### config.mk
export PLATFORM = sky130hd
export DESIGN_NAME = synth_output_lock_config_regs
export DESIGN_NICKNAME = d
export VERILOG_FILES = /design/src/design/synth_cfg_pkg.sv /design/src/design/serial_word_shifter.sv /design/src/design/synth_output_lock_config_regs.sv
export VERILOG_INCLUDE_DIRS = /design/src /design/src/design
export SDC_FILE = /design/constraint.sdc
export NUM_CORES = 1
export LEC_CHECK = 0
export BUFFER_PORTS_ARGS = -buffer_cell sky130_fd_sc_hd__buf_2
export CORE_ASPECT_RATIO = 0.5
export CORE_MARGIN = 4
export CORE_UTILIZATION = 30
export CTS_BUF_LIST = sky130_fd_sc_hd__clkbuf_2 sky130_fd_sc_hd__clkbuf_4 sky130_fd_sc_hd__clkbuf_8
export DETAILED_ROUTE_END_ITERATION = 8
export PLACE_DENSITY = 0.48
export SLEW_MARGIN = 20
export SYNTH_ARGS = -nofsm -noshare
export SYNTH_HDL_FRONTEND = slang
export SYNTH_HIERARCHICAL = 1
export SYNTH_SLANG_ARGS = --single-unit
### constraint.sdc
create_clock -name CLK_SYS_I -period 3.6 [get_ports CLK_SYS_I]
set_clock_uncertainty 0.1 [all_clocks]
set_input_delay 0.54 -clock CLK_SYS_I [delete_from_list [all_inputs] [get_ports CLK_SYS_I]]
set_output_delay 0.54 -clock CLK_SYS_I [all_outputs]
set_load 0.01 [all_outputs]
### src/design/synth_cfg_map.svh
/*
  Field positions, select codes and reset values of the
  configuration bank.
  Assumes inclusion by bare name from every design file that needs it.
*/
`ifndef SYNTH_CFG_MAP_SVH
`define SYNTH_CFG_MAP_SVH

// ==================================================================
// word framing
`define CFG_WORD_BITS 32
`define CFG_SEL_HI 3
`define CFG_SEL_LO 0

// ==================================================================
// register select codes
`define SEL_FREQUENCY 4'h0
`define SEL_CHARGE_PUMP 4'h4
`define SEL_FIXED_A 4'h5
`define SEL_OUTPUT_BLEED 4'h6
`define SEL_LOCK_SYNC 4'h7
`define SEL_FIXED_B 4'h8
`define SEL_CAL_TIMING 4'h9

// ==================================================================
// charge pump double-buffer bit
`define CP_DBUF_BIT 14

// ==================================================================
// output and bleed control fields
`define OB_POLARITY_BIT 31
`define OB_GATED_BIT 30
`define OB_NEG_BLEED_BIT 29
`define OB_FB_DIRECT_BIT 24
`define OB_DIV_HI 23
`define OB_DIV_LO 21
`define OB_BLEED_HI 20
`define OB_BLEED_LO 13
`define OB_MUTE_BIT 11
`define OB_AUX_DIS_BIT 10
`define OB_MAIN_EN_BIT 6
`define OB_POWER_HI 5
`define OB_POWER_LO 4

// ==================================================================
// lock and synchronisation fields
`define LS_EDGE_BIT 27
`define LS_SYNC_BIT 25
`define LS_COUNT_HI 9
`define LS_COUNT_LO 8
`define LS_LOL_BIT 7
`define LS_WIN_HI 6
`define LS_WIN_LO 5
`define LS_INT_MODE_BIT 4

// ==================================================================
// calibration timing fields
`define CT_BAND_DIV_HI 31
`define CT_BAND_DIV_LO 24
`define CT_TIMEOUT_HI 23
`define CT_TIMEOUT_LO 14
`define CT_LEVEL_HI 13
`define CT_LEVEL_LO 9

// ==================================================================
// reset values
`define RST_FIXED_A 32'h0000_0005
`define RST_OUTPUT_BLEED 32'h0000_0006
`define RST_LOCK_SYNC 32'h0000_0007
`define RST_FIXED_B 32'h0000_0008
`define RST_CAL_TIMING 32'h0000_0009

`endif

### src/design/synth_cfg_pkg.sv
/*
  Types shared by the configuration bank.
  Assumes nothing beyond a SystemVerilog compiler.
*/
package synth_cfg_pkg;

    // effective lock window
    typedef enum logic [2:0] {
        WIN_5P0NS,
        WIN_6P0NS,
        WIN_8P0NS,
        WIN_12P0NS,
        WIN_INT_2P9NS
    } lock_window_t;

    // load commit sequencing
    typedef enum logic [0:0] {
        CMT_IDLE,
        CMT_WAIT_REF
    } commit_state_t;

endpackage

### src/design/serial_word_shifter.sv
/*
  Serial word shifter: shifts data on serial clock rises and
  presents the last word when the strobe rises after a full word.
  Assumes its inputs are already synchronised to the system clock.
*/
`include "synth_cfg_map.svh"

module serial_word_shifter
    import synth_cfg_pkg::*;
#(
    parameter int WORD_BITS = `CFG_WORD_BITS
) (
    // clock and reset
    input wire logic clk_i,
    input wire logic nrst_i,
    // synchronised pins
    input wire logic ser_clk_i,
    input wire logic ser_data_i,
    input wire logic load_strobe_i,
    // assembled word
    output logic word_valid_o,
    output logic [WORD_BITS-1:0] word_o
);

    logic ser_clk_prev;
    logic load_prev;
    logic [WORD_BITS-1:0] shift;
    logic [5:0] bit_count;
    logic clk_rise;
    logic load_rise;

    assign clk_rise = ser_clk_i & ~ser_clk_prev;
    assign load_rise = load_strobe_i & ~load_prev;

    always_ff @(posedge clk_i or negedge nrst_i) begin
        if (!nrst_i) begin
            ser_clk_prev <= 1'b0;
            load_prev <= 1'b0;
        end else begin
            ser_clk_prev <= ser_clk_i;
            load_prev <= load_strobe_i;
        end
    end

    // saturating count: long bursts keep their last word
    always_ff @(posedge clk_i or negedge nrst_i) begin
        if (!nrst_i) begin
            shift <= '0;
            bit_count <= 6'h00;
        end else if (load_rise) begin
            bit_count <= 6'h00;
        end else if (clk_rise && !load_strobe_i) begin
            shift <= {shift[WORD_BITS-2:0], ser_data_i};
            if (bit_count < 6'(WORD_BITS)) begin
                bit_count <= bit_count + 6'h01;
            end
        end
    end

    // short words are dropped at the strobe
    always_ff @(posedge clk_i or negedge nrst_i) begin
        if (!nrst_i) begin
            word_valid_o <= 1'b0;
            word_o <= '0;
        end else begin
            word_valid_o <= load_rise && (bit_count == 6'(WORD_BITS));
            if (load_rise && (bit_count == 6'(WORD_BITS))) begin
                word_o <= shift;
            end
        end
    end

endmodule // serial_word_shifter

### src/design/synth_output_lock_config_regs.sv
/*
  Configuration bank for words 5 to 9 of a serial synthesizer:
  fixed words, output and bleed control, lock and load synchronisation,
  and calibration timing. Also watches words 0 and 4 for double buffering.
  Assumes the serial pins, reference clock and lock detect are asynchronous
  to CLK_SYS_I and slow against its period.

// Functional notes
// - select 0110 loads output and bleed control
// - double buffered divider waits for frequency word
// - gated bleed holds currents until lock
// - negative bleed bit turns constant bleed on
// - feedback select picks oscillator or divider
// - three-bit field picks output divider ratio
// - eight-bit field sets bleed current level
// - mute until lock cuts output stage
// - aux output control bit is active low
// - main output enabled when bit is one
// - two bits choose main output power
// - select 0111 loads lock and sync control
// - load sync retimes strobe to reference edge
// - edge select picks rising or falling reference
// - two bits pick lock detect cycle count
// - loss-of-lock mode tolerates missing reference
// - lock window field, integer mode overrides
// - select 1001 loads calibration timing fields
*/
`include "synth_cfg_map.svh"

module synth_output_lock_config_regs
    import synth_cfg_pkg::*;
#(
    parameter int WORD_BITS = `CFG_WORD_BITS
) (
    // system clock and reset
    input wire logic CLK_SYS_I,
    input wire logic NRST_I,
    // serial programming pins
    input wire logic SER_CLK_I,
    input wire logic SER_DATA_I,
    input wire logic LOAD_STROBE_I,
    // reference clock and digital lock detect
    input wire logic REF_CLK_I,
    input wire logic LOCK_DETECT_I,
    // bleed controls
    output logic BLEED_POLARITY_SEL_O,
    output logic BLEED_ON_O,
    output logic NEGATIVE_BLEED_ON_O,
    output logic [7:0] BLEED_LEVEL_O,
    // feedback and divider
    output logic FEEDBACK_DIRECT_SEL_O,
    output logic [2:0] OUTPUT_DIVIDER_SEL_O,
    // output stages
    output logic MAIN_OUTPUT_ON_O,
    output logic [1:0] MAIN_OUTPUT_POWER_O,
    output logic AUX_OUTPUT_ON_O,
    // lock detector setup
    output logic [1:0] LOCK_COUNT_SEL_O,
    output logic MISSING_REF_LOCK_MODE_O,
    output lock_window_t LOCK_WINDOW_O,
    // calibration timing
    output logic [7:0] BAND_DIVISION_VALUE_O,
    output logic [9:0] BAND_SELECT_TIMEOUT_O,
    output logic [4:0] LEVEL_CAL_TIMER_O,
    // held words and load status
    output logic [WORD_BITS-1:0] FIXED_CONFIG_WORD_A_O,
    output logic [WORD_BITS-1:0] FIXED_CONFIG_WORD_B_O,
    output logic LOAD_APPLIED_O
);

    // ==================================================================
    // helpers

    function automatic logic sel_is(input logic [WORD_BITS-1:0] word, input logic [3:0] code);
        sel_is = (word[`CFG_SEL_HI:`CFG_SEL_LO] == code);
    endfunction

    // ==================================================================
    // pin synchronisers

    localparam int N_SYNC = 5;
    localparam int S_SCLK = 0;
    localparam int S_SDATA = 1;
    localparam int S_LOAD = 2;
    localparam int S_REF = 3;
    localparam int S_LOCK = 4;

    logic [N_SYNC-1:0] sync_first;
    logic [N_SYNC-1:0] sync_second;
    logic ref_prev;
    logic ref_rise;
    logic ref_fall;
    logic lock_ok;

    always_ff @(posedge CLK_SYS_I or negedge NRST_I) begin
        if (!NRST_I) begin
            sync_first <= '0;
            sync_second <= '0;
        end else begin
            sync_first <= {LOCK_DETECT_I, REF_CLK_I, LOAD_STROBE_I, SER_DATA_I, SER_CLK_I};
            sync_second <= sync_first;
        end
    end

    always_ff @(posedge CLK_SYS_I or negedge NRST_I) begin
        if (!NRST_I) begin
            ref_prev <= 1'b0;
        end else begin
            ref_prev <= sync_second[S_REF];
        end
    end

    assign ref_rise = sync_second[S_REF] & ~ref_prev;
    assign ref_fall = ~sync_second[S_REF] & ref_prev;
    assign lock_ok = sync_second[S_LOCK];

    // ==================================================================
    // word assembly

    logic word_valid;
    logic [WORD_BITS-1:0] shift_word;

    serial_word_shifter #(
        .WORD_BITS(WORD_BITS)
    ) u_shifter (
        .clk_i(CLK_SYS_I),
        .nrst_i(NRST_I),
        .ser_clk_i(sync_second[S_SCLK]),
        .ser_data_i(sync_second[S_SDATA]),
        .load_strobe_i(sync_second[S_LOAD]),
        .word_valid_o(word_valid),
        .word_o(shift_word)
    );

    // ==================================================================
    // stored registers

    logic [WORD_BITS-1:0] fixed_config_word_a;
    logic [WORD_BITS-1:0] output_bleed_control;
    logic [WORD_BITS-1:0] lock_sync_control;
    logic [WORD_BITS-1:0] fixed_config_word_b;
    logic [WORD_BITS-1:0] calibration_timing;
    logic dbuf_en;

    logic load_sync_en;
    logic sync_edge_sel;
    logic sel_ref_edge;

    assign load_sync_en = lock_sync_control[`LS_SYNC_BIT];
    assign sync_edge_sel = lock_sync_control[`LS_EDGE_BIT];
    // 0 picks the rising reference edge
    assign sel_ref_edge = sync_edge_sel ? ref_fall : ref_rise;

    // ==================================================================
    // load commit, optionally retimed to the reference

    commit_state_t cmt_state;
    logic [WORD_BITS-1:0] held_word;
    logic commit_stb;
    logic [WORD_BITS-1:0] commit_word;

    always_ff @(posedge CLK_SYS_I or negedge NRST_I) begin
        if (!NRST_I) begin
            cmt_state <= CMT_IDLE;
            held_word <= '0;
        end else begin
            case (cmt_state)
                CMT_IDLE: begin
                    if (word_valid && load_sync_en) begin
                        held_word <= shift_word;
                        cmt_state <= CMT_WAIT_REF;
                    end
                end
                CMT_WAIT_REF: begin
                    // newer word flushes the held one
                    if (word_valid) begin
                        held_word <= shift_word;
                    end else if (sel_ref_edge) begin
                        cmt_state <= CMT_IDLE;
                    end
                end
                default: begin
                    cmt_state <= CMT_IDLE;
                end
            endcase
        end
    end

    always_ff @(posedge CLK_SYS_I or negedge NRST_I) begin
        if (!NRST_I) begin
            commit_stb <= 1'b0;
            commit_word <= '0;
        end else begin
            commit_stb <= 1'b0;
            if (cmt_state == CMT_IDLE && word_valid && !load_sync_en) begin
                commit_stb <= 1'b1;
                commit_word <= shift_word;
            end else if (cmt_state == CMT_WAIT_REF && (word_valid || sel_ref_edge)) begin
                commit_stb <= 1'b1;
                commit_word <= held_word;
            end
        end
    end

    always_ff @(posedge CLK_SYS_I or negedge NRST_I) begin
        if (!NRST_I) begin
            LOAD_APPLIED_O <= 1'b0;
        end else begin
            LOAD_APPLIED_O <= commit_stb;
        end
    end

    // ==================================================================
    // register writes; reserved bits kept as written

    always_ff @(posedge CLK_SYS_I or negedge NRST_I) begin
        if (!NRST_I) begin
            fixed_config_word_a <= `RST_FIXED_A;
            fixed_config_word_b <= `RST_FIXED_B;
        end else if (commit_stb) begin
            if (sel_is(commit_word, `SEL_FIXED_A)) begin
                fixed_config_word_a <= commit_word;
            end
            if (sel_is(commit_word, `SEL_FIXED_B)) begin
                fixed_config_word_b <= commit_word;
            end
        end
    end

    always_ff @(posedge CLK_SYS_I or negedge NRST_I) begin
        if (!NRST_I) begin
            output_bleed_control <= `RST_OUTPUT_BLEED;
        end else if (commit_stb && sel_is(commit_word, `SEL_OUTPUT_BLEED)) begin
            output_bleed_control <= commit_word;
        end
    end

    always_ff @(posedge CLK_SYS_I or negedge NRST_I) begin
        if (!NRST_I) begin
            lock_sync_control <= `RST_LOCK_SYNC;
        end else if (commit_stb && sel_is(commit_word, `SEL_LOCK_SYNC)) begin
            lock_sync_control <= commit_word;
        end
    end

    always_ff @(posedge CLK_SYS_I or negedge NRST_I) begin
        if (!NRST_I) begin
            calibration_timing <= `RST_CAL_TIMING;
        end else if (commit_stb && sel_is(commit_word, `SEL_CAL_TIMING)) begin
            calibration_timing <= commit_word;
        end
    end

    // only the double-buffer bit of the charge pump word is kept here
    always_ff @(posedge CLK_SYS_I or negedge NRST_I) begin
        if (!NRST_I) begin
            dbuf_en <= 1'b0;
        end else if (commit_stb && sel_is(commit_word, `SEL_CHARGE_PUMP)) begin
            dbuf_en <= commit_word[`CP_DBUF_BIT];
        end
    end

    // ==================================================================
    // output divider, double buffered on demand

    logic [2:0] active_div;

    always_ff @(posedge CLK_SYS_I or negedge NRST_I) begin
        if (!NRST_I) begin
            active_div <= 3'(`RST_OUTPUT_BLEED >> `OB_DIV_LO);
        end else if (commit_stb) begin
            if (sel_is(commit_word, `SEL_OUTPUT_BLEED) && !dbuf_en) begin
                active_div <= commit_word[`OB_DIV_HI:`OB_DIV_LO];
            end else if (sel_is(commit_word, `SEL_FREQUENCY)) begin
                // buffered value goes live with the frequency word
                active_div <= output_bleed_control[`OB_DIV_HI:`OB_DIV_LO];
            end
        end
    end

    always_ff @(posedge CLK_SYS_I or negedge NRST_I) begin
        if (!NRST_I) begin
            OUTPUT_DIVIDER_SEL_O <= 3'h0;
            FEEDBACK_DIRECT_SEL_O <= 1'b0;
        end else begin
            OUTPUT_DIVIDER_SEL_O <= active_div;
            FEEDBACK_DIRECT_SEL_O <= output_bleed_control[`OB_FB_DIRECT_BIT];
        end
    end

    // ==================================================================
    // bleed current control

    logic gated_bleed_en;
    logic bleed_allowed;

    assign gated_bleed_en = output_bleed_control[`OB_GATED_BIT];
    // lock detect must be running upstream or gated bleed never opens
    assign bleed_allowed = ~gated_bleed_en | lock_ok;

    always_ff @(posedge CLK_SYS_I or negedge NRST_I) begin
        if (!NRST_I) begin
            BLEED_POLARITY_SEL_O <= 1'b0;
            BLEED_ON_O <= 1'b0;
            NEGATIVE_BLEED_ON_O <= 1'b0;
            BLEED_LEVEL_O <= 8'h00;
        end else begin
            BLEED_POLARITY_SEL_O <= output_bleed_control[`OB_POLARITY_BIT];
            BLEED_ON_O <= bleed_allowed;
            NEGATIVE_BLEED_ON_O <= output_bleed_control[`OB_NEG_BLEED_BIT] & bleed_allowed;
            BLEED_LEVEL_O <= output_bleed_control[`OB_BLEED_HI:`OB_BLEED_LO];
        end
    end

    // ==================================================================
    // output stages

    logic muted;

    assign muted = output_bleed_control[`OB_MUTE_BIT] & ~lock_ok;

    always_ff @(posedge CLK_SYS_I or negedge NRST_I) begin
        if (!NRST_I) begin
            MAIN_OUTPUT_ON_O <= 1'b0;
            AUX_OUTPUT_ON_O <= 1'b0;
            MAIN_OUTPUT_POWER_O <= 2'h0;
        end else begin
            MAIN_OUTPUT_ON_O <= output_bleed_control[`OB_MAIN_EN_BIT] & ~muted;
            AUX_OUTPUT_ON_O <= ~output_bleed_control[`OB_AUX_DIS_BIT] & ~muted;
            MAIN_OUTPUT_POWER_O <= output_bleed_control[`OB_POWER_HI:`OB_POWER_LO];
        end
    end

    // ==================================================================
    // lock detector setup

    lock_window_t next_window;

    always_comb begin
        if (lock_sync_control[`LS_INT_MODE_BIT]) begin
            next_window = WIN_INT_2P9NS;
        end else begin
            next_window = lock_window_t'({1'b0, lock_sync_control[`LS_WIN_HI:`LS_WIN_LO]});
        end
    end

    always_ff @(posedge CLK_SYS_I or negedge NRST_I) begin
        if (!NRST_I) begin
            LOCK_COUNT_SEL_O <= 2'h0;
            MISSING_REF_LOCK_MODE_O <= 1'b0;
            LOCK_WINDOW_O <= WIN_5P0NS;
        end else begin
            LOCK_COUNT_SEL_O <= lock_sync_control[`LS_COUNT_HI:`LS_COUNT_LO];
            MISSING_REF_LOCK_MODE_O <= lock_sync_control[`LS_LOL_BIT];
            LOCK_WINDOW_O <= next_window;
        end
    end

    // ==================================================================
    // calibration timing and held words

    always_ff @(posedge CLK_SYS_I or negedge NRST_I) begin
        if (!NRST_I) begin
            BAND_DIVISION_VALUE_O <= 8'h00;
            BAND_SELECT_TIMEOUT_O <= 10'h000;
            LEVEL_CAL_TIMER_O <= 5'h00;
        end else begin
            BAND_DIVISION_VALUE_O <= calibration_timing[`CT_BAND_DIV_HI:`CT_BAND_DIV_LO];
            BAND_SELECT_TIMEOUT_O <= calibration_timing[`CT_TIMEOUT_HI:`CT_TIMEOUT_LO];
            LEVEL_CAL_TIMER_O <= calibration_timing[`CT_LEVEL_HI:`CT_LEVEL_LO];
        end
    end

    // fixed words only held; host owns content
    always_ff @(posedge CLK_SYS_I or negedge NRST_I) begin
        if (!NRST_I) begin
            FIXED_CONFIG_WORD_A_O <= `RST_FIXED_A;
            FIXED_CONFIG_WORD_B_O <= `RST_FIXED_B;
        end else begin
            FIXED_CONFIG_WORD_A_O <= fixed_config_word_a;
            FIXED_CONFIG_WORD_B_O <= fixed_config_word_b;
        end
    end

endmodule // synth_output_lock_config_regs

* Yosys cells after proc, flatten, opt, wreduce, memory -nomap -nowiden
Cells that the tools add are included.
** Word-level totals
- Input bits :: 7
- Register bits after elaboration :: 423
- Logic and storage cells :: 112
** Cells by class
- $add $sub $neg :: 1
- Multiplexer cells :: 18
- Bitwise gates (word level) :: 19
- Reduce and logical (&&, ||, !) cells :: 26
- Order comparisons :: 1
- Equal/unequal tests :: 9
** Operators by type and width (number)
- $mux 32 :: 4
- $pmux 32 s2 :: 1
- $mux 6 :: 3
- $eq 4x3->1 const B :: 4
- $reduce_and 2->1 :: 6
- $logic_and 1x1->1 :: 11
- $not 1->1 :: 10
- $mux 3 :: 3
- $and 1x1->1 :: 8
- $eq 4x4->1 const B :: 2
- $reduce_bool 2->1 :: 4
- $add 6x1->6 const B :: 1
- $eq 6x6->1 const B :: 1
- $lt 6x6->1 const B :: 1
- $mux 1 :: 6
- $logic_not 4->1 :: 1
- $logic_not 1->1 :: 3
- $ne 2x1->1 const B :: 1
- $ne 2x2->1 const B :: 1
- $pmux 1 s2 :: 1
- $logic_or 1x1->1 :: 1
- $or 1x1->1 :: 1

* Depth between registers and ports, before layout
Gate-level depths: netlist (run 1).
- Word-level depth :: 7
- Mapped depth :: 7
- Depth with buffers taken out :: 5

* Modules after synthesis
The synthesis (run 1) kept the hierarchy.
** By module, submodules not included
- synth_output_lock_config_regs :: seq. area each 7739.9 sq um, area each 10456.3 sq um, cells an instance 581, instances 1
- serial_word_shifter :: seq. area each 1826.8 sq um, area each 2811.4 sq um, cells an instance 240, instances 1

* Worst setup path before layout (run 1)
No wires, ideal clock.
- Kind :: register to register
- From :: register u_shifter.bit_count[0]
- To :: register u_shifter.word_o[0]
- Setup slack :: 1856 ps
- Data required time :: 3375 ps
- Arrival :: 1520 ps
- Cell stages (with the launch flop) :: 8
- Cell sequence :: dfrtp_1 > inv_1 > ha_1 > nor4b_1 > and3_1 > buf_4 > buf_6 > mux2_2
** Between the ends
- Word-level cells in the longest chain between the ends :: 2
** RTL lines
- start: declaration :: line serial_word_shifter.sv:28 : logic [5:0] bit_count;
- start signal: assignment :: line serial_word_shifter.sv:55 : bit_count <= bit_count + 6'h01;
- $eq 6x6->1 :: line serial_word_shifter.sv:67 : if (load_rise && (bit_count == 6'(WORD_BITS))) begin
- $logic_and 1x1->1 :: line serial_word_shifter.sv:67
- end signal: assignment :: line serial_word_shifter.sv:68 : word_o <= shift;
- end: declaration :: line serial_word_shifter.sv:22 : output logic [WORD_BITS-1:0] word_o
Every way passes these cells.
A chain may end at the register's enable or synchronous reset.

* Worst setup path after layout (run 1)
- From :: register commit_word[3]
- To :: register fixed_config_word_a[29]
** Between the ends
- Word-level cells in the longest chain between the ends :: 2
** RTL lines
- start: declaration :: line synth_output_lock_config_regs.sv:160 : logic [WORD_BITS-1:0] commit_word;
- start signal: assignment :: line synth_output_lock_config_regs.sv:197 : commit_word <= shift_word;
- start signal: assignment :: line synth_output_lock_config_regs.sv:200 : commit_word <= held_word;
- $eq 4x3->1 :: line synth_output_lock_config_regs.sv:75 : sel_is = (word[`CFG_SEL_HI:`CFG_SEL_LO] == code);
- $reduce_and 2->1 (no line)
- end signal: assignment :: line synth_output_lock_config_regs.sv:218 : fixed_config_word_a <= `RST_FIXED_A;
- end signal: assignment :: line synth_output_lock_config_regs.sv:222 : fixed_config_word_a <= commit_word;
- end: declaration :: line synth_output_lock_config_regs.sv:138 : logic [WORD_BITS-1:0] fixed_config_word_a;
Every way passes these cells.

==> results.rst, run 1 <==
.. list-table::
   :header-rows: 1

   * - Metric
     - Value
   * - Peak supply drop
     - 0.000209 V
   * - Clock latency on the worst-skew pair
     - 590 ps
   * - Core area
     - 43600 um2
   * - Global-route wire length before repair
     - 42600 um
   * - Max Clock Freq
     - 425 MHz
   * - Internal Pwr Total
     - 0.00645 W
   * - Vias/cell
     - 4.27
   * - Number of cells on the worst hold path
     - 0
   * - Relative max-transition margin
     - 29.8%
   * - Transition time at the pin with the least slew margin
     - 1050 ps
   * - Nature of the critical path endpoint
     - flop
   * - Post-synthesis compound-gate area fraction
     - 0.585%
   * - Cell accounting for the most synthesized area
     - dfrtp_1
   * - Pin count of the biggest net entering global routing
     - 78
   * - Number of buffers inserted during clock tree synthesis
     - 56
   * - GRT Residual Overflow
     - 0
   * - Critical path data required time
     - 3960 ps
   * - Reg2Reg Launch Point
     - commit_word[3]
   * - Ys Warns
     - 6
   * - Final slew viol count
     - 0
   * - Area of the multi-input gates
     - 3560 um2
   * - Portion of synthesized cell area occupied by the leading cell type
     - 70.9%
   * - Leading cell types in the layout, fill and taps excluded
     - dfrtp_1, mux2_2, buf_2
   * - Final Core Density
     - 36.4%
   * - Port Buf Inserts
     - 119
   * - Overall track demand over capacity in global routing
     - 11.0%
   * - Synth Area in Simple Gates
     - 4.91%
   * - Synthesized net count
     - 830
   * - Antenna fix cells
     - 0
   * - Placer's final routability congestion estimate
     - 0.701
   * - Status
     - completed
   * - Final worst path period need
     - 2360 ps
   * - Register clock-pin slew on the reported worst setup and hold paths
     - 60 ps
   * - Number of remaining DRC errors
     - 0
   * - Ratio of total power to cell area
     - 513 nW/um2
   * - Routed metal-1 wirelength
     - 11800 um
   * - Area share of fa/ha/maj cells after synthesis
     - 0.189%
   * - Number of placed instances with taps included
     - 1511
   * - Vias in the first global route
     - 7654
   * - Capture point of the worst reg-to-reg path
     - fixed_config_word_a[29]
   * - Number of clock sinks
     - 382
   * - Die height
     - 157 um
   * - Top FF cell, synth
     - dfrtp_1
   * - Mapped Area
     - 13300 um2
   * - Number of enable-type register cells in the synthesized netlist
     - 0
   * - Clk network pwr share
     - 44.8%
   * - Row cnt
     - 54
   * - Mux contribution to synthesized area
     - 20.7%
   * - Area growth from synthesis to layout
     - 19.9%
   * - Total negative setup slack
     - 0 ps
   * - Fraction of final layout cells sized beyond drive strength 1
     - 45.2%
   * - Number of placed I/O pins
     - 120
   * - Iter 0 DRT Violations
     - 333
   * - HP Class
     - flop to flop
   * - RSZ-0062 raised after global routing
     - false
   * - Cell count of the worst reg-to-reg path
     - 4
   * - Worst Path Arrival
     - 2720 ps
   * - Async set-or-reset flop fraction in the synthesized netlist
     - 100%
   * - Number of standard cells in the layout, taps in and fillers out
     - 1614
   * - Register cell area after layout
     - 9570 um2
   * - CP Max Fanout
     - 19
   * - Share of power burned in registers
     - 53.3%
   * - Switching fraction of total power
     - 21.0%
   * - Synth Instances
     - 821
   * - Post-DR wirelength/cell
     - 15.8 um
   * - Drt first pass iters
     - 4
   * - XOR/XNOR Fraction of Synth Area
     - 0.0660%
   * - Startpoint of the most critical hold path
     - sync_first[3]
   * - Top cells by area, synth
     - dfrtp_1, mux2_2, nand2_1
   * - Post-Route WL
     - 25500 um
   * - Combinational family with the most area after synthesis
     - multiplexers
   * - Level count of the clock H-tree
     - 2
   * - Initial core utilization
     - 30.4%
   * - Critical Path Source
     - commit_word[3]
   * - Initial antenna violation count
     - 0
   * - Post-route fraction of the period consumed by the critical path
     - 65.4%
   * - Bufs on Longest Clock Path
     - 3
   * - Layout net count
     - 996
   * - Fin. Hold Viols
     - 0
   * - Net switching power
     - 0.00171 W
   * - Number of filler instances in the final layout
     - 4267
   * - Combinational Power Share
     - 1.9%
   * - Remaining antenna violation count
     - 0
   * - Highest metal layer used by the detailed router
     - met4
   * - Crit start category
     - flop
   * - Max capacitance violation total
     - 0
   * - Worst Hold Path EP
     - sync_second[3]
   * - Leak Pwr
     - 8.44 nW
   * - Leading cell type in the layout, fill and taps excluded
     - dfrtp_1
   * - Register-to-register path setup slack
     - 1240 ps
   * - Total die area
     - 47900 um2
   * - Unique masters post-synth
     - 39
   * - Sequential cell area fraction in the yosys report
     - 72.1%
   * - Post-DP HPWL
     - 15500 um
   * - Number of vias after detailed routing
     - 6894
   * - WL met3
     - 937 um
   * - Die width
     - 305 um
   * - Synthesized flop and latch total
     - 382
   * - Crit Path Class
     - flop to flop
   * - Final-report setup violation count
     - 0
   * - Clock tree root driver cell
     - clkbuf_8
   * - Mean Syn Cell Area
     - 16.2 um2
   * - Routed wl met2
     - 12100 um
   * - CTS tree
     - built
==> stage by stage <==
| step | hold WS (ps) | instance area (um2) | total power (W) | worst slack (ps) |
|---|---|---|---|---|
| 5_1_grt | 261 | 15900 | 0.00857 | 1070 |
| 2_1_floorplan | 144 | 13300 | 0.00446 | 1860 |
| 6_report | 252 | 15900 | 0.00816 | 1240 |
| 4_1_cts | 254 | 15900 | 0.00833 | 1170 |
| 3_3_place_gp | 238 | 14600 | 0.00458 | 1240 |
| 3_5_place_dp | 239 | 14600 | 0.00459 | 1170 |
==> power groups by stage <==
stage	Combinational, W	Clock (W)	Sequential, W
2_1_floorplan	0.0000379	0	0.00442
3_3_place_gp	0.000153	0	0.00443
3_5_place_dp	0.000157	0	0.00443
4_1_cts	0.000164	0.00381	0.00435
5_1_grt	0.000183	0.00404	0.00435
6_report	0.000153	0.00366	0.00435
==> synthesized netlist by cell type (all sizes together) (3+ instances only) <==
| cell | instances |
|---|---|
| mux2 | 242 |
| dfrtp | 376 |
| nor2 | 8 |
| dfstp | 6 |
| nor4b | 3 |
| buf | 25 |
| nor2b | 5 |
| nand2 | 104 |
| inv | 4 |
| nor3b | 3 |
| and2 | 4 |
| nand2b | 5 |
| clkbuf | 7 |
| nand3b | 3 |
| o21ai | 4 |
==> how the worst max path moves through the flow <==
stage,end,cells past startpoint
3_3_place_gp,fixed_config_word_a[9],4
5_1_grt,fixed_config_word_a[25],4
3_5_place_dp,fixed_config_word_a[25],4
4_1_cts,fixed_config_word_a[25],4
2_1_floorplan,u_shifter/word_o[0],7
6_report,fixed_config_word_a[29],4
==> cells by family after synthesis <==
family,count (synthesis)
xor gates and xnor gates,1
and+or+nand+nor,144
muxes,244
buffers and inverters,36
adders and majority gates,2
AOI/OAI and AO/OA,12
DFF,382
==> worst max-delay path: stages, from the launching register on <==
cell	delay, ps
dfrtp_1	440
nand3b_1	350
nor2_4	540
buf_4	420
mux2_2	370
==> timing repair <==
item	4_1_cts	5_1_grt
resized for setup	0	0
hold buffers	6	0
endpoints found under the hold margin	74	0
buffers inserted	0	0
==> layer usage <==
metal,up-vias,global-route usage [%]
met1,3608,14.7
met2,94,17.9
met5,-,0
li1,3136,-
met4,0,3.77
met3,56,2.54
==> final cells by class <==
| cell class | instances | share of cell area, % |
|---|---|---|
| inverters | 4 | 0.0944 |
| multi-input cells | 403 | 22.4 |
| clock buffers | 93 | 7.30 |
| well taps | 588 | 4.62 |
| clock inverters | 4 | 0.283 |
| flip-flops and latches | 382 | 60.1 |
| repair buffers | 140 | 5.21 |
==> state kept, by name, summed over array words and instances, names as in the netlist, 6 cells and up <==
| register | cells |
|---|---|
| FIXED_CONFIG_WORD_A_O | 32 |
| FIXED_CONFIG_WORD_B_O | 32 |
| commit_word | 32 |
| fixed_config_word_a | 32 |
| fixed_config_word_b | 32 |
| held_word | 32 |
| u_shifter/shift | 32 |
| u_shifter/word_o | 32 |
| calibration_timing | 23 |
| output_bleed_control | 20 |
| BAND_SELECT_TIMEOUT_O | 10 |
| BAND_DIVISION_VALUE_O | 8 |
| BLEED_LEVEL_O | 8 |
| lock_sync_control | 8 |
| u_shifter/bit_count | 6 |
Power figures use the tool's default switching activity.
==> run 2: changes to the inputs <==
==> constraint.sdc (replaced) <==
create_clock -name CLK_SYS_I -period 2.35 [get_ports CLK_SYS_I]
set_clock_uncertainty 0.1 [all_clocks]
set_input_delay 0.3525 -clock CLK_SYS_I [delete_from_list [all_inputs] [get_ports CLK_SYS_I]]
set_output_delay 0.3525 -clock CLK_SYS_I [all_outputs]
set_load 0.01 [all_outputs]
==> run 2 against run 1 <==
Effect of this change: maximum frequency rose by 19%; setup slack got worse by 880 ps; total power rose by 55%; largest cell class unchanged; largest power group unchanged.
==> results.rst, run 2 (same netlist as run 1, synthesis figures left out) <==
.. list-table::
   :header-rows: 1

   * - Metric
     - Value
   * - Remaining antenna violation count
     - 0
   * - Total negative setup slack
     - 0 ps
   * - Nature of the critical path endpoint
     - flop
   * - # resized after CTS
     - 0
   * - Register clock-pin slew on the reported worst setup and hold paths
     - 70 ps
   * - Clock latency on the worst-skew pair
     - 600 ps
   * - Peak supply drop
     - 0.000282 V
   * - CP Max Fanout
     - 7
   * - Leak Pwr
     - 8.54 nW
   * - Switching fraction of total power
     - 21.1%
   * - Final worst path period need
     - 1990 ps
   * - Max capacitance violation total
     - 0
   * - Number of clock sinks
     - 382
   * - Critical Path Source
     - commit_word[0]
   * - Number of buffers inserted during clock tree synthesis
     - 56
   * - Post-DP HPWL
     - 16500 um
   * - Core area
     - 43600 um2
   * - Iter 0 DRT Violations
     - 347
   * - Number of placed I/O pins
     - 120
   * - Post-route fraction of the period consumed by the critical path
     - 84.6%
   * - Fraction of final layout cells sized beyond drive strength 1
     - 46.3%
   * - Crit-path most repeated cell
     - mux2_2
   * - Share of power burned in registers
     - 52.7%
   * - Final-report setup violation count
     - 0
   * - Internal Pwr Total
     - 0.00999 W
   * - Pin count of the biggest net entering global routing
     - 58
   * - Number of placed instances with taps included
     - 1527
   * - Final design area excluding fillers
     - 16100 um2
   * - Largest stage delay, worst path
     - 460 ps
   * - Clock tree root driver cell
     - clkbuf_8
   * - Register-to-register path setup slack
     - 360 ps
   * - Initial antenna violation count
     - 0
   * - Number of filler instances in the final layout
     - 4205
   * - Crit Path Class
     - flop to flop
   * - Initial core utilization
     - 30.4%
   * - HP Class
     - input port to async pin
   * - Number of logic stages on the critical path including buffering
     - 4
   * - Overall track demand over capacity in global routing
     - 11.2%
   * - Post-Route WL
     - 25800 um
   * - Number of standard cells in the layout, taps in and fillers out
     - 1635
   * - Die height
     - 157 um
   * - Row cnt
     - 54
   * - Cell count of the worst reg-to-reg path
     - 4
   * - Reg2Reg Launch Point
     - commit_word[0]
   * - Final slew viol count
     - 0
   * - Crit path capture
     - active_div[2]
   * - Number of buffer and inverter stages on the critical path
     - 0
   * - Combinational Power Share
     - 1.9%
   * - Drt first pass iters
     - 4
   * - Worst Path Arrival
     - 2360 ps
   * - Capture point of the worst reg-to-reg path
     - active_div[2]
   * - RSZ-0062 raised after global routing
     - false
   * - Clk network pwr share
     - 45.4%
   * - Max Clock Freq
     - 503 MHz
   * - Vias in the first global route
     - 7742
   * - Cell type group with the largest total delay on the critical path
     - simple AND/OR/NAND/NOR gates
   * - Antenna fix cells
     - 0
   * - Layout net count
     - 1012
   * - Total die area
     - 47900 um2
   * - Post-CTS repair timing setup buffer count
     - 0
   * - Placer's final routability congestion estimate
     - 0.691
   * - Vias/cell
     - 4.24
   * - Leading cell type in the layout, fill and taps excluded
     - dfrtp_1
   * - CP max stage cell
     - nor4b_2
   * - Critical path data required time
     - 2720 ps
   * - Bufs on Longest Clock Path
     - 3
   * - Crit start category
     - flop
   * - Die width
     - 305 um
   * - Area growth from synthesis to layout
     - 21.4%
   * - Leading cell types in the layout, fill and taps excluded
     - dfrtp_1, mux2_2, buf_2
   * - CTS tree
     - built
   * - Final Core Density
     - 36.9%
   * - Fin. Hold Viols
     - 0
   * - Total placed instance area
     - 14800 um2
   * - Global-route wire length before repair
     - 43200 um
   * - Post-DR wirelength/cell
     - 15.8 um
   * - Number of vias after detailed routing
     - 6936
   * - Number of remaining DRC errors
     - 0
   * - Ratio of total power to cell area
     - 786 nW/um2
   * - Cell-by-cell listing of the critical path
     - nand2b_1 > nor4b_2 > mux2_2 > mux2_2
   * - Net switching power
     - 0.00267 W
   * - Relative max-transition margin
     - 60.8%
   * - Worst hold margin
     - 192 ps
   * - GRT Residual Overflow
     - 0
   * - Port Buf Inserts
     - 119
   * - Transition time at the pin with the least slew margin
     - 587 ps
   * - Level count of the clock H-tree
     - 2
   * - Status
     - completed
-- run 2: changes by cell type in the layout (fill, tap and decap cells not counted), sizes merged --
cell	previous run	this run
buf	134	150
clkbuf	93	94
clkinv	3	5
clkinvlp	0	2
-- run 2: repair_timing --
item                       in CTS  in global routing
hold endpoints to repair      146                  0
setup endpoints to repair       0                  0
hold buffers                    6                  0
-- run 2: worst min path at each step --
stage,start,end
5_1_grt,NRST_I,BAND_SELECT_TIMEOUT_O[0]
4_1_cts,NRST_I,u_shifter/shift[17]
3_3_place_gp,NRST_I,fixed_config_word_b[18]
2_1_floorplan,NRST_I,AUX_OUTPUT_ON_O
3_5_place_dp,NRST_I,fixed_config_word_b[18]
6_report,NRST_I,commit_word[20]
-- run 2: cell type report --
cell class,count,area [um2],share of cell area [%]
clock inverter,8,70.1,0.435
clock buffer,94,1190,7.41
sequential,382,9570,59.4
timing repair buffer,156,973,6.04
multi-input combinational,403,3560,22.1
inverter,4,15.0,0.0932
tap,588,736,4.57
-- run 2: through the flow --
step	setup WS (ps)	power, W
final	363	0.0127
after global routing	264	0.0133
after CTS	349	0.0129
after detailed placement	385	0.00703
after global placement	421	0.00702
after floorplan	606	0.00683
-- run 2: power groups by stage --
stage | sequential [W] | combinational [W] | clock, W
final | 0.00667 | 0.000240 | 0.00575
after global routing | 0.00667 | 0.000285 | 0.00633
after CTS | 0.00667 | 0.000255 | 0.00601
after detailed placement | 0.00679 | 0.000245 | 0
after global placement | 0.00679 | 0.000239 | 0
after floorplan | 0.00678 | 0.0000581 | 0
-- run 2: per-layer routing --
layer  global-route usage (%)  vias up  share of wire (%)
li1                         -     3177                  -
met2                     18.3       83                 48
met5                        0        -                  0
met4                     3.23        0                1.7
met1                     15.0     3635                 47
met3                     2.43       41                3.4
==> run 3: changes to the inputs <==
--- a/config.mk
+++ b/config.mk
@@ -6,13 +6,14 @@
 export SDC_FILE = /design/constraint.sdc
 export NUM_CORES = 1
 export LEC_CHECK = 0
+export ABC_AREA = 1
 export BUFFER_PORTS_ARGS = -buffer_cell sky130_fd_sc_hd__buf_2
 export CORE_ASPECT_RATIO = 0.5
 export CORE_MARGIN = 4
 export CORE_UTILIZATION = 30
 export CTS_BUF_LIST = sky130_fd_sc_hd__clkbuf_2 sky130_fd_sc_hd__clkbuf_4 sky130_fd_sc_hd__clkbuf_8
 export DETAILED_ROUTE_END_ITERATION = 8
-export PLACE_DENSITY = 0.48
+export PLACE_DENSITY = 0.49
 export SLEW_MARGIN = 20
 export SYNTH_ARGS = -nofsm -noshare
 export SYNTH_HDL_FRONTEND = slang
==> constraint.sdc (replaced) <==
create_clock -name CLK_SYS_I -period 1.75 [get_ports CLK_SYS_I]
set_clock_uncertainty 0.1 [all_clocks]
set_input_delay 0.2625 -clock CLK_SYS_I [delete_from_list [all_inputs] [get_ports CLK_SYS_I]]
set_output_delay 0.2625 -clock CLK_SYS_I [all_outputs]
set_load 0.01 [all_outputs]
==> run 3 against run 2 <==
Effect of this change: final area about the same; combinational power rose by 40%; clock power up 32%; hold slack lost 47 ps; register-to-register slack got worse by 190 ps; die area rose by 1.3%; sequential power is 34% higher; synthesized cell count is 54% higher; sequential cell count unchanged; non-clock buffer count unchanged; highest routed layer unchanged.
==> results.rst, run 3 <==
.. list-table::
   :header-rows: 1

   * - Metric
     - Value
   * - Status
     - completed
   * - Pin count of the biggest net entering global routing
     - 86
   * - Die height
     - 158 um
   * - GRT Residual Overflow
     - 0
   * - Post-Route WL
     - 29800 um
   * - HP Class
     - input port to async pin
   * - Cell accounting for the most synthesized area
     - dfrtp_1
   * - Async set-or-reset flop fraction in the synthesized netlist
     - 100%
   * - Number of buffer and inverter stages on the critical path
     - 1
   * - Placer's final routability congestion estimate
     - 0.746
   * - CP Max Fanout
     - 1
   * - Mapped Area
     - 13400 um2
   * - Cell types with the highest counts after synthesis
     - nand2_1, dfrtp_1, o21ai_0
   * - Critical Path Source
     - FIXED_CONFIG_WORD_B_O[3]
   * - Core area
     - 43900 um2
   * - Leading cell type by number of instances after synthesis
     - nand2_1
   * - Register-to-register path setup slack
     - 170 ps
   * - Cell type group with the largest total delay on the critical path
     - flip-flops
   * - Combinational Power Share
     - 2.0%
   * - Nature of the critical path endpoint
     - output port
   * - Mux contribution to synthesized area
     - 0%
   * - Area share of fa/ha/maj cells after synthesis
     - 0.186%
   * - Net switching power
     - 0.00374 W
   * - Layer carrying the most global-route usage
     - met2
   * - Total die area
     - 48500 um2
   * - Max Clock Freq
     - 614 MHz
   * - Clock latency on the worst-skew pair
     - 620 ps
   * - Number of vias after detailed routing
     - 8652
   * - Register clock-pin slew on the reported worst setup and hold paths
     - 70 ps
   * - Number of remaining DRC errors
     - 0
   * - Unique masters post-synth
     - 26
   * - Met1 Track Usage GR
     - 17.8%
   * - Leading cell types in the layout, fill and taps excluded
     - nand2_1, dfrtp_1, o21ai_0
   * - Post-DP HPWL
     - 19900 um
   * - Number of clock sinks
     - 382
   * - Synthesized net count
     - 1270
   * - Crit path capture
     - FIXED_CONFIG_WORD_B_O[3]
   * - Top cells by area, synth
     - dfrtp_1, nand2_1, o21ai_0
   * - Leading cell type in the layout, fill and taps excluded
     - nand2_1
   * - Drt first pass iters
     - 5
   * - Final slew viol count
     - 0
   * - Row cnt
     - 54
   * - Clock tree root driver cell
     - clkbuf_8
   * - Fin. Hold Viols
     - 0
   * - Peak supply drop
     - 0.000445 V
   * - Worst setup slack after placement
     - 128 ps
   * - Post-route fraction of the period consumed by the critical path
     - 93.1%
   * - Die width
     - 307 um
   * - Overall track demand over capacity in global routing
     - 12.5%
   * - Worst Path Arrival
     - 1270 ps
   * - Post-DR wirelength/cell
     - 14.5 um
   * - Total placed instance area
     - 14800 um2
   * - Switching fraction of total power
     - 22.2%
   * - Met3 Use GR
     - 2.50%
   * - CTS tree
     - built
   * - XOR/XNOR Fraction of Synth Area
     - 0%
   * - Global-route wire length before repair
     - 49000 um
   * - Port Buf Inserts
     - 119
   * - Antenna fix cells
     - 0
   * - CP max stage cell
     - dfstp_2
   * - Capture point of the worst reg-to-reg path
     - fixed_config_word_a[0]
   * - Vias in the first global route
     - 8907
   * - Mean Syn Cell Area
     - 10.7 um2
   * - Number of logic stages on the critical path including buffering
     - 1
   * - Ys Warns
     - 6
   * - Share of power burned in registers
     - 53.1%
   * - Number of enable-type register cells in the synthesized netlist
     - 0
   * - Area growth from synthesis to layout
     - 19.9%
   * - Setup ws final
     - 120 ps
   * - Sequential cell area fraction in the yosys report
     - 71.2%
   * - Crit start category
     - flop
   * - Synthesized flop and latch total
     - 382
   * - Remaining antenna violation count
     - 0
   * - Number of buffers inserted during clock tree synthesis
     - 57
   * - Number of filler instances in the final layout
     - 4404
   * - Transition time at the pin with the least slew margin
     - 629 ps
   * - Number of placed I/O pins
     - 120
   * - Top FF cell, synth
     - dfrtp_1
   * - Sum of internal, switching and leakage power
     - 0.0169 W
   * - Level count of the clock H-tree
     - 2
   * - Internal Pwr Total
     - 0.0131 W
   * - Relative max-transition margin
     - 57.9%
   * - Layout net count
     - 1426
   * - Post-CTS repair timing setup buffer count
     - 0
   * - Portion of synthesized cell area occupied by the leading cell type
     - 70.0%
   * - RSZ-0062 raised after global routing
     - false
   * - Reg2Reg Launch Point
     - commit_word[0]
   * - Max capacitance violation total
     - 0
   * - Critical path data required time
     - 1390 ps
   * - Initial antenna violation count
     - 0
   * - Combinational family with the most area after synthesis
     - simple AND/OR/NAND/NOR gates
   * - Synth Area in Simple Gates
     - 16.6%
   * - Final worst path period need
     - 1630 ps
   * - Fraction of final layout cells sized beyond drive strength 1
     - 20.2%
   * - Number of placed instances with taps included
     - 1939
   * - Final-report setup violation count
     - 0
   * - Crit Path Class
     - flop to output port
   * - Iter 0 DRT Violations
     - 514
   * - Leak Pwr
     - 8.25 nW
   * - Cell-by-cell listing of the critical path
     - buf_2
   * - Post-synthesis compound-gate area fraction
     - 7.18%
   * - Clk network pwr share
     - 44.9%
   * - Final design area excluding fillers
     - 16100 um2
   * - Number of standard cells in the layout, taps in and fillers out
     - 2050
   * - Bufs on Longest Clock Path
     - 3
   * - Initial core utilization
     - 30.6%
   * - Vias/cell
     - 4.22
   * - Total negative setup slack
     - 0 ps
   * - Ratio of total power to cell area
     - 1050 nW/um2
   * - Synth Instances
     - 1261
   * - Cell count of the worst reg-to-reg path
     - 6
   * - Largest stage delay, worst path
     - 530 ps
   * - Met2 Usage GRT
     - 19.6%
-- run 3: cell count changes after synthesis, moves of 28 or more --
| cell | change |
|---|---|
| nand2_1 | +334 |
| nand3_1 | +75 |
| mux2_2 | -214 |
| mux2_1 | -28 |
| inv_1 | +78 |
| o21ai_0 | +120 |
| o21ai_1 | +42 |
-- run 3: power groups by stage --
stage / registers, W / logic [W] / clock network (W)
after global routing: 0.00895 / 0.000396 / 0.00828
after detailed placement: 0.00911 / 0.000343 / 0
after CTS: 0.00895 / 0.000358 / 0.00785
final: 0.00896 / 0.000337 / 0.00758
after global placement: 0.00911 / 0.000333 / 0
after floorplan: 0.00910 / 0.0000943 / 0
-- run 3: worst min-delay path, cell delays in order --
cell	delay [ps]
dlygate4sd3_1	560
buf_8	180
buf_12	190
-- run 3: how the worst min path moves through the flow --
stage,start,end,slack (ps),depth (start not counted)
2_1_floorplan,NRST_I,AUX_OUTPUT_ON_O,-130,0
3_3_place_gp,NRST_I,sync_first[1],20,1
3_5_place_dp,NRST_I,sync_first[1],20,1
4_1_cts,NRST_I,commit_word[21],110,3
5_1_grt,NRST_I,commit_word[21],130,3
6_report,NRST_I,commit_word[21],140,3
-- run 3: through the flow --
step	hold slack [ps]	utilization, %
floorplan	-133	-
global placement	15.1	33.7
detailed placement	20.2	33.7
CTS	114	36.7
global route	130	36.7
finish	144	36.7
-- run 3: per-layer routing --
metal / up-vias / share of wire [%]
met2: 102 / 46
met4: 0 / 1.5
met5: - / 0
li1: 4292 / -
met1: 4217 / 49
met3: 41 / 3.2
-- run 3: layout make-up --
cell class              count  area [um2]  share of cell area (%)
flip-flops and latches    382        9570                    59.3
inverters                  87         327                    2.03
multi-input cells         733        3250                    20.1
clock buffers              93        1140                    7.09
well taps                 588         736                    4.56
repair buffers            156        1030                    6.36
clock inverters            11        77.6                   0.481
-- run 3: cells by family after synthesis --
group                    Yosys count
buffers and inverters            146
AND/OR/NAND/NOR                  548
adder cells (fa/ha/maj)            2
flip-flops                       382
AO/OA/AOI/OAI                    183
-- run 3: repair_timing --
item / in CTS / in global routing
hold buffers: 7 / 0
setup endpoints to repair: 0 / 4
endpoints found under the hold margin: 387 / 0
resized for setup: 0 / 2
